**config.mk**
```make
export PLATFORM = sky130hd
export DESIGN_NAME = acs_conv_seq
export DESIGN_NICKNAME = d
export VERILOG_FILES = /design/src/core/acs_pkg.sv /design/src/core/acs_conv_seq.sv
export VERILOG_INCLUDE_DIRS = /design/src /design/src/core
export SDC_FILE = /design/constraint.sdc
export NUM_CORES = 1
export LEC_CHECK = 0
export BUFFER_PORTS_ARGS = -buffer_cell sky130_fd_sc_hd__buf_2
export CAP_MARGIN = 20
export CORE_MARGIN = 5
export CORE_UTILIZATION = 43
export CTS_CLUSTER_SIZE = 24
export DETAILED_ROUTE_END_ITERATION = 12
export PLACE_DENSITY_LB_ADDON = 0.25
export SLEW_MARGIN = 10
export SYNTH_ARGS = -nofsm -noshare
export SYNTH_HDL_FRONTEND = slang
export SYNTH_SLANG_ARGS = --single-unit
```
**constraint.sdc**
```tcl
create_clock -name clk_sys -period 8.5 [get_ports clk_sys]
set_input_delay 0.425 -clock clk_sys [delete_from_list [all_inputs] [get_ports clk_sys]]
set_output_delay 0.425 -clock clk_sys [all_outputs]
set_load 0.01 [all_outputs]
```
**src/core/acs_defs.svh**
```systemverilog
// Constants of the conversion sequencer: clock modes, timing counts and serial framing.
`ifndef ACS_DEFS_SVH
`define ACS_DEFS_SVH
// ----------------------------------------------------------------
// Clock modes and reset values
// ----------------------------------------------------------------
`define ACS_MODE_CNV_SCAN 2'h0
`define ACS_MODE_CNV_EXT 2'h1
`define ACS_MODE_SER_SCAN 2'h2
`define ACS_MODE_SER_CLK 2'h3
`define ACS_MODE_RST 2'h2
// ----------------------------------------------------------------
// Timing: system clock period and reference power-up wait
// ----------------------------------------------------------------
`define ACS_CLK_NS 100
`define ACS_REF_UP_NS 65000
`define ACS_REF_UP_CYC ((`ACS_REF_UP_NS + `ACS_CLK_NS - 1) / `ACS_CLK_NS)
// ----------------------------------------------------------------
// Serial framing of results
// ----------------------------------------------------------------
`define ACS_WORD_BITS 5'h10
`define ACS_BYTE_BITS 5'h08
`define ACS_SCK_TEMP_BASE 8'hb0
`define ACS_SCK_WIN 8'h10
`define ACS_FIFO_DEPTH 5'h10
`endif

```
**src/core/acs_pkg.sv**
```systemverilog
// Types of the conversion sequencer: states, configuration and the state record.
package acs_pkg;
   // ----------------------------------------------------------------
   // Sequencer states, one-hot.
   // ----------------------------------------------------------------
   typedef enum logic [3:0] {
      st_idle = 4'h1,
      st_wake = 4'h2,
      st_track = 4'h4,
      st_conv = 4'h8
   } acs_state_e;

   // Static configuration presented by the register side.
   typedef struct packed {
      logic avg_on;            // Averaging enabled.
      logic [1:0] avg_sel;     // Averaging count code: 4, 8, 16 or 32.
      logic temp_req;          // Temperature result requested.
      logic ref_wake;          // Reference must power up before converting.
      logic [3:0] chan_first;  // First channel of the scan.
      logic [3:0] chan_last;   // Last channel of the scan.
   } acs_cfg_s;

   // Whole state of the sequencer.
   typedef struct packed {
      logic [3:0] s1;          // First synchroniser stage: cnv, cs, sclk, din.
      logic [3:0] s2;          // Second synchroniser stage.
      logic [3:0] s3;          // Previous second-stage value for edges.
      acs_state_e st;          // Scan sequencer state.
      logic [9:0] cnt;         // Phase timer.
      logic [1:0] mode;        // Clock mode.
      logic eoc_n;             // End of conversion, active low.
      logic adc_on;            // Converter powered.
      logic temp_pend;         // Temperature armed for next rise.
      logic in_temp;           // Current conversion is temperature.
      logic [3:0] chan;        // Multiplexer channel.
      logic [5:0] nconv;       // Conversions accumulated.
      logic [16:0] acc;        // Averaging accumulator.
      logic [15:0][11:0] mem;  // Result FIFO storage.
      logic [3:0] wp;          // FIFO write pointer.
      logic [3:0] rp;          // FIFO read pointer.
      logic [4:0] cnt_f;       // FIFO fill level.
      logic [4:0] idx;         // Bit position in head entry.
      logic [4:0] lim;         // Bit position ending head entry.
      logic dout;              // Serial data out.
      logic [7:0] rx;          // Receive shifter.
      logic [3:0] rxn;         // Received bits in this byte.
      logic [7:0] wr_byte;     // Last written byte.
      logic wr_stb;            // Byte write pulse.
      logic m11;               // Serial-clocked conversion running.
      logic [7:0] m11_n;       // Falling edges since its byte.
      logic [11:0] m11_word;   // Its result.
   } acs_reg_s;
endpackage : acs_pkg

```
**src/core/acs_conv_seq.sv**
```systemverilog
// Conversion sequencer: scan control, result FIFO and serial port of a 12-bit converter.
`include "acs_defs.svh"
module acs_conv_seq #(
   parameter int WAKE_CYC = 20,  // Converter wake-up time in cycles.
   parameter int CONV_CYC = 16   // One conversion in cycles.
) (
   input wire logic clk_sys,
   input wire logic rst_b,
   input wire logic convert_start_n,
   input wire logic cs_n,
   input wire logic sclk,
   input wire logic din,
   output logic dout,
   output logic eoc_n,
   input wire logic mode_load,
   input wire logic [1:0] mode_in,
   output logic [1:0] mode,
   input wire acs_pkg::acs_cfg_s cfg,
   input wire logic [11:0] adc_data,
   input wire logic [11:0] temp_data,
   output logic adc_on,
   output logic [3:0] mux_sel,
   output logic temp_sel,
   output logic [7:0] wr_byte,
   output logic wr_stb,
   output logic [4:0] fifo_level
);
   // ----------------------------------------------------------------
   // Pin edges and derived values
   // ----------------------------------------------------------------
   acs_pkg::acs_reg_s q;  // Registered state.
   acs_pkg::acs_reg_s n;  // Next state.
   logic cv_fall, cv_rise, cs_fall, cs_rise, sk_rise, sk_fall, cs_lo;
   assign cv_fall = q.s3[3] & ~q.s2[3];
   assign cv_rise = ~q.s3[3] & q.s2[3];
   assign cs_fall = q.s3[2] & ~q.s2[2];
   assign cs_rise = ~q.s3[2] & q.s2[2];
   assign sk_rise = ~q.s3[1] & q.s2[1];
   assign sk_fall = q.s3[1] & ~q.s2[1];
   assign cs_lo = ~q.s2[2];
   logic [5:0] navg;      // Conversions per result.
   logic [2:0] sh;        // Averaging divide shift.
   logic [11:0] sample;   // Converter output for this conversion.
   logic [16:0] acc_nx;   // Accumulator including this conversion.
   logic [15:0] head;     // FIFO head as shifted out.
   logic [7:0] m11_c;     // Falling edge count after this edge.
   logic [7:0] m11_base;  // Edge count where the result window opens.
   logic [7:0] m11_p;     // Position inside the result window.
   assign navg = cfg.avg_on ? (6'h4 << cfg.avg_sel) : 6'h1;
   assign sh = cfg.avg_on ? 3'({1'b0, cfg.avg_sel} + 3'h2) : 3'h0;
   assign sample = q.in_temp ? temp_data : adc_data;
   assign acc_nx = q.acc + {5'h0, sample};
   // An empty FIFO shows zeros, not a stale slot left behind by an earlier pop.
   assign head = (q.cnt_f == 5'h0) ? 16'h0 : {4'h0, q.mem[q.rp]};
   assign m11_c = q.m11_n + 8'h1;
   assign m11_base = cfg.temp_req ? `ACS_SCK_TEMP_BASE : 8'h0;
   assign m11_p = m11_c - m11_base;
   logic conv_wr, push, pop, finish, ch_push, conv_done, scan_mode;
   logic [11:0] push_val;
   logic [4:0] nidx;
   assign conv_done = (q.st == acs_pkg::st_conv) && (q.cnt == 10'h0);
   assign scan_mode = (q.mode == `ACS_MODE_CNV_SCAN) || (q.mode == `ACS_MODE_SER_SCAN);

   // ----------------------------------------------------------------
   // Next-state logic
   // ----------------------------------------------------------------
   // Fills the next state from pins, configuration and current state.
   always_comb begin
      n = q;
      conv_wr = 1'b0;
      push = 1'b0;
      pop = 1'b0;
      finish = 1'b0;
      ch_push = 1'b0;
      push_val = 12'h0;
      nidx = q.idx;
      n.s1 = {convert_start_n, cs_n, sclk, din};
      n.s2 = q.s1;
      n.s3 = q.s2;
      n.wr_stb = 1'b0;
      if (mode_load) begin
         n.mode = mode_in;
      end
      // Receive: bits are taken on rising serial clock edges.
      if (cs_lo && sk_rise) begin
         n.rx = {q.rx[6:0], q.s2[0]};
         n.rxn = q.rxn + 4'h1;
         if (q.rxn == 4'h7) begin
            n.wr_byte = {q.rx[6:0], q.s2[0]};
            n.wr_stb = 1'b1;
            n.rxn = 4'h0;
            conv_wr = q.rx[6];
         end
      end
      // A cut byte replaces only the bits received, from the MSB down.
      if (cs_rise && (q.rxn != 4'h0)) begin
         n.wr_byte = 8'(q.rx << (4'h8 - q.rxn)) | (q.wr_byte & (8'hff >> q.rxn));
         n.wr_stb = 1'b1;
         n.rxn = 4'h0;
      end
      // Transmit the FIFO head; the first bit stands from chip select fall.
      if (cs_fall && !q.m11) begin
         n.dout = head[4'hf - q.idx[3:0]];
      end
      // The read position only moves while an entry is present, so bytes clocked against an empty FIFO
      // (a conversion byte, for one) leave no half-read entry behind.
      if (cs_lo && sk_fall && !q.m11 && (q.cnt_f != 5'h0)) begin
         nidx = q.idx + 5'h1;
         if (nidx == q.lim) begin
            nidx = 5'h0;
            n.lim = `ACS_WORD_BITS;
            pop = (q.cnt_f != 5'h0);
            n.dout = 1'b0;
         end else begin
            n.dout = head[4'hf - nidx[3:0]];
         end
         n.idx = nidx;
      end
      // Chip select rising mid-byte shortens or drops that entry.
      if (cs_rise && !q.m11) begin
         if ((q.idx != 5'h0) && (q.idx < `ACS_BYTE_BITS)) begin
            n.lim = q.idx + `ACS_BYTE_BITS;
         end else if (q.idx > `ACS_BYTE_BITS) begin
            n.idx = 5'h0;
            n.lim = `ACS_WORD_BITS;
            pop = (q.cnt_f != 5'h0);
         end
      end
      // Serial-clocked conversion: the result window follows the byte.
      if (conv_wr && (q.mode == `ACS_MODE_SER_CLK)) begin
         n.m11 = 1'b1;
         n.m11_n = 8'hff;
         n.m11_word = cfg.temp_req ? temp_data : adc_data;
         n.adc_on = 1'b1;
      end else if (q.m11 && cs_lo && sk_fall) begin
         n.m11_n = m11_c;
         n.dout = (m11_c >= m11_base) && (m11_p < `ACS_SCK_WIN) ? n.m11_word[4'hf - m11_p[3:0]] : 1'b0;
         if (m11_p[3:0] < 4'h4) begin
            n.dout = 1'b0;
         end
         if (m11_p == `ACS_SCK_WIN - 8'h1) begin
            n.m11 = 1'b0;
            n.adc_on = 1'b0;
         end
      end
      // Scan sequencer.
      unique case (q.st)
         acs_pkg::st_idle: begin
            if (((q.mode == `ACS_MODE_CNV_SCAN) && cv_rise) ||
                ((q.mode == `ACS_MODE_SER_SCAN) && conv_wr)) begin
               n.st = acs_pkg::st_wake;
               n.cnt = cfg.ref_wake ? 10'(`ACS_REF_UP_CYC - 1) : 10'(WAKE_CYC - 1);
               n.adc_on = 1'b1;
               n.in_temp = cfg.temp_req;
               n.chan = cfg.chan_first;
               n.nconv = 6'h0;
               n.acc = 17'h0;
            end else if ((q.mode == `ACS_MODE_CNV_EXT) && cv_fall) begin
               n.st = acs_pkg::st_track;
               n.adc_on = 1'b1;
            end
            if ((q.mode == `ACS_MODE_CNV_EXT) && conv_wr) begin
               n.temp_pend = cfg.temp_req;
               n.chan = cfg.chan_first;
               n.nconv = 6'h0;
               n.acc = 17'h0;
            end
         end
         acs_pkg::st_track: begin
            if (cv_rise && q.temp_pend) begin
               n.st = acs_pkg::st_wake;
               n.cnt = 10'(`ACS_REF_UP_CYC - 1);
               n.in_temp = 1'b1;
               n.temp_pend = 1'b0;
            end else if (cv_rise) begin
               n.st = acs_pkg::st_conv;
               n.cnt = 10'(CONV_CYC - 1);
            end
         end
         acs_pkg::st_wake: begin
            n.cnt = q.cnt - 10'h1;
            if (q.cnt == 10'h0) begin
               n.st = acs_pkg::st_conv;
               n.cnt = 10'(CONV_CYC - 1);
            end
         end
         acs_pkg::st_conv: begin
            n.cnt = q.cnt - 10'h1;
            if (q.cnt == 10'h0) begin
               n.cnt = 10'(CONV_CYC - 1);
               if (q.in_temp) begin
                  push = 1'b1;
                  push_val = temp_data;
                  n.in_temp = 1'b0;
               end else if (q.nconv == navg - 6'h1) begin
                  push = 1'b1;
                  ch_push = 1'b1;
                  push_val = 12'(acc_nx >> sh);
                  n.acc = 17'h0;
                  n.nconv = 6'h0;
                  n.chan = (q.chan == cfg.chan_last) ? cfg.chan_first : q.chan + 4'h1;
                  finish = (q.chan == cfg.chan_last);
               end else begin
                  n.acc = acc_nx;
                  n.nconv = q.nconv + 6'h1;
               end
               if (finish || (q.mode == `ACS_MODE_CNV_EXT)) begin
                  n.st = acs_pkg::st_idle;
                  n.adc_on = 1'b0;
                  finish = 1'b1;
               end
            end
         end
      endcase
      // Chip select falling during a scan aborts it.
      if (cs_fall && scan_mode && (q.st != acs_pkg::st_idle)) begin
         n.st = acs_pkg::st_idle;
         n.adc_on = 1'b0;
         finish = 1'b0;
      end
      // End of conversion: the finish wins over a clear in the same cycle, unless a chip select fall aborts the scan.
      if (cs_fall || (cv_fall && (q.mode != `ACS_MODE_SER_SCAN))) begin
         n.eoc_n = 1'b1;
      end
      if (finish) begin
         n.eoc_n = 1'b0;
      end
      // FIFO bookkeeping; a push into a full FIFO is dropped unless an entry pops in the same cycle.
      if (push && ((q.cnt_f < `ACS_FIFO_DEPTH) || pop)) begin
         n.mem[q.wp] = push_val;
         n.wp = q.wp + 4'h1;
         n.cnt_f = q.cnt_f + 5'h1 - {4'h0, pop};
      end else begin
         n.cnt_f = q.cnt_f - {4'h0, pop};
      end
      n.rp = q.rp + {3'h0, pop};
   end

   // ----------------------------------------------------------------
   // State register
   // ----------------------------------------------------------------
   // Registers the whole state; reset loads constants only.
   always_ff @(posedge clk_sys or negedge rst_b) begin
      if (!rst_b) begin
         q <= '0;
         // Synchronisers start at the idle pin levels (clock low) so no false edge follows reset.
         q.s1 <= 4'hd;
         q.s2 <= 4'hd;
         q.s3 <= 4'hd;
         q.st <= acs_pkg::st_idle;
         q.mode <= `ACS_MODE_RST;
         q.eoc_n <= 1'b1;
         q.lim <= `ACS_WORD_BITS;
      end else begin
         q <= n;
      end
   end

   assign dout = q.dout;
   assign eoc_n = q.eoc_n;
   assign mode = q.mode;
   assign adc_on = q.adc_on;
   assign mux_sel = q.chan;
   assign temp_sel = q.in_temp;
   assign wr_byte = q.wr_byte;
   assign wr_stb = q.wr_stb;
   assign fifo_level = q.cnt_f;
endmodule : acs_conv_seq

```
==> flow_summary.json <==
{
  "powerDensity_nw_per_um2": 212.6,
  "worstPathRequired_ns": 8.85,
  "fin_crit_sh_pct": 57.57,
  "ys.flop_type": "dfrtp_1",
  "drive_gt1_share_pct": 17.13,
  "avgSynthCellArea_sq_um": 10.00,
  "cts_made_buffers": 37,
  "hold_class": "input port to flip-flop",
  "synth_edf_count": 0,
  "drc": 0,
  "nets": 1878,
  "place_inst": 2280,
  "dieArea_sq_um": 46230,
  "gr-usage-all-layers_pct": 20.48,
  "yosysUniqueCellTypes": 101,
  "ant_nets": 0,
  "maxSlewHeadroom_pct": 26.49,
  "rsz0062_at_grt": "no",
  "vdd_ir_drop_max_v": 0.0001751,
  "fin_tns_setup_ns": 0,
  "cp_slowest_cell": "dfrtp_1",
  "cts_htree_levels": 2,
  "outcome": "finished, final reports clean",
  "post-place-ws_ns": 3.751,
  "worstPathMaxFanout": 32,
  "dp_hpwl_mm": 32.23,
  "path_cells": "nand2_1, o21ai_0, ha_1, a21oi_1, nand2_1, o2111a_1, a311oi_1, nand2b_1, a21oi_1, o21ai_1, a31oi_1",
  "cts_setup_buffers": 0,
  "clock_skew_ns": 0.01980,
  "vias": 13590,
  "syn_nets": 1900,
  "die_x_um": 215.0,
  "worstSetupStartpointType": "flip-flop",
  "core_area_sq_um": 41760,
  "io_pins": 70,
  "antenna_found_initial": 0,
  "grt-ovfl-total": 0,
  "final_hold_viol_count": 0,
  "clk_pin_slew_worst_paths_ns": 0.06,
  "drt-initial-drc-count": 1145,
  "critPathTopFamily": "compound AO/OA/AOI/OAI gates",
  "synth_seq_cells": 316,
  "crit_buf_inv": 0,
  "maxCapViolCount": 0,
  "cp-end-kind": "flip-flop",
  "crit_path_end": "q[94]$_DFFE_PN0P_",
  "setup_slack_ns": 3.606,
  "grt_pass1_wl_mm": 77.92,
  "grt_max_degree": 160,
  "rows": 75,
  "path_class": "flip-flop to flip-flop",
  "finish.instance_area_sq_um": 19690,
  "power_mw": 4.185,
  "worstSetupPathDepth": 11,
  "fin_crit_ns": 4.894,
  "diodes": 0,
  "rr_endpoint": "q[94]$_DFFE_PN0P_",
  "yosysWarningCount": 0,
  "rr_startpoint": "temp_sel$_DFFE_PN0P_",
  "reg2reg_depth": 11,
  "ys_async_sr_fraction_pct": 100.0,
  "area_growth_pct": 8.916,
  "cts_sinks": 316,
  "synth_top_area_share_pct": 42.09,
  "p_leak_nw": 8.788,
  "max_freq_mhz": 204.3,
  "place_area_sq_um": 18410,
  "synth_area_leaders": "dfrtp_1 (42%), mux4_2 (6.0%), nand2_1 (4.6%)",
  "yosysSeqAreaShare_pct": 43.84,
  "initial_core_util_pct": 43.28,
  "synthCells": 1807,
  "setup_viol": 0,
  "synth_top_area_cell": "dfrtp_1",
  "regToRegSetupSlack_ns": 3.61,
  "synth_area_sq_um": 18070,
  "drt_wl_total_mm": 47.45,
  "max_stage_delay_ns": 1.02,
  "grt_pass1_vias": 14060,
  "die_h_um": 215.0,
  "io_buffers": 69,
  "clockBufferDepth": 3,
  "startpoint": "temp_sel$_DFFE_PN0P_",
  "clockRootBuffer": "clkbuf_16",
  "viasPerCell": 5.785,
  "finalNonFillerCells": 2349,
  "arrival_ns": 5.25,
  "slew_violations": 0,
  "dr.pass1.iters": 5,
  "gp_congestion": 0.9203,
  "cts_tree": "yes",
  "wl_per_cell_um": 20.20,
  "tightest_slew_ns": 1.095,
  "clkLatencyLatePin_ns": 0.53
}
## how the worst min path moves through the flow
stage	from	endpoint	cells after the start
after floorplan	rst_b	adc_on$_DFF_PN0_	0
after global placement	n[312]$_DFF_PN1_	n[308]$_DFF_PN1_	0
after detailed placement	n[312]$_DFF_PN1_	n[308]$_DFF_PN1_	0
after CTS	mode_load	mode[1]$_DFFE_PN1P_	2
after global routing	mode_load	mode[1]$_DFFE_PN1P_	2
final	mode_load	mode[1]$_DFFE_PN1P_	2
## sequential cells by signal (all words and copies together), names as in the netlist
signal      count
mux_sel         4
temp_sel        1
wr_stb          1
q             284
fifo_level      5
n               8
adc_on          1
mode            2
eoc_n           1
dout            1
wr_byte         8
## area by class of cell
class | count | area, sq um
fill | 3877 | 22070
multi-input combinational | 1288 | 9134
clock buffer | 49 | 1061
timing repair buffer | 88 | 523.0
inverter | 54 | 202.7
sequential | 316 | 7928
tap | 539 | 674.4
clock inverter | 15 | 162.7
## stage by stage
step,hold WS [ns],util (%)
floorplan,0.1294,-
global placement,0.3465,44.07
detailed placement,0.3475,44.07
CTS,0.05375,47.13
global route,0.09435,47.14
finish,0.07733,47.14
## cell usage after synthesis (33+ instances only)
cell      count
mux4_2       48
mux2_2       63
inv_1        51
mux2i_1      35
ha_1         45
nor2_1      139
a21oi_1      77
a31oi_1      66
clkbuf_1     58
o21ai_0     138
nand2_1     221
buf_4        33
nand3_1      58
buf_2        43
dfrtp_1     304
## where the power goes
group	switching (mW)	internal, mW	total [mW]
clock network	0.639	0.968	1.61
registers	0.116	1.60	1.72
logic	0.523	0.338	0.861
## layer usage
layer	track usage [%]	up-vias	routed length, um
met4	4.993	0	1061
met1	29.37	6770	22110
li1	-	6465	-
met5	0	-	0
met3	2.716	62	1967
met2	33.34	293	22300
## cell families (layout without fill, tap and decap cells)
family / after synthesis / count (layout) / synth area share (%)
DFF: 316 / 316 / 43.84
AOI/OAI and AO/OA: 428 / 428 / 14.86
buffers and inverters: 203 / 206 / 5.663
and+or+nand+nor: 601 / 601 / 15.75
muxes: 173 / 173 / 14.59
adders and majority gates: 47 / 47 / 3.337
xor gates and xnor gates: 39 / 39 / 1.966
## repair_timing
item	CTS	global route
hold buffers	5	0
gates resized for setup	0	0
endpoints found under the hold margin	95	0
## worst reg2reg max path, delay by kind of cell (launching register included)
family          cells  cell delay (ns)
flops               1             1.02
fa+ha+maj           1             0.31
simple gates        3             0.99
compound gates      7             2.40
## layout by cell type (no fill, tap or decap), drive strengths merged, types with 6 or more instances in the layout
| master | Yosys | routed |
|---|---|---|
| a21o | 11 | 11 |
| nand3 | 58 | 58 |
| inv | 52 | 54 |
| a22oi | 6 | 6 |
| and2 | 12 | 12 |
| nor3 | 32 | 32 |
| o21ai | 166 | 166 |
| a21oi | 79 | 79 |
| ha | 45 | 45 |
| nand4 | 18 | 18 |
| mux2 | 79 | 79 |
| a22o | 8 | 8 |
| o211ai | 7 | 7 |
| clkinv | 2 | 10 |
| dfstp | 12 | 12 |
| o31ai | 7 | 7 |
| nor2 | 140 | 140 |
| or3 | 24 | 24 |
| a211oi | 10 | 10 |
| clkbuf | 60 | 49 |
| o21a | 12 | 12 |
| mux4 | 59 | 59 |
| mux2i | 35 | 35 |
| buf | 89 | 83 |
| a31oi | 67 | 67 |
| nand2b | 16 | 16 |
| nand2 | 222 | 222 |
| nor4 | 8 | 8 |
| xor2 | 16 | 16 |
| or2 | 6 | 6 |
| nor2b | 15 | 15 |
| and3 | 30 | 30 |
| dfrtp | 304 | 304 |
| xnor2 | 22 | 22 |
Power figures use the tool's default switching activity.
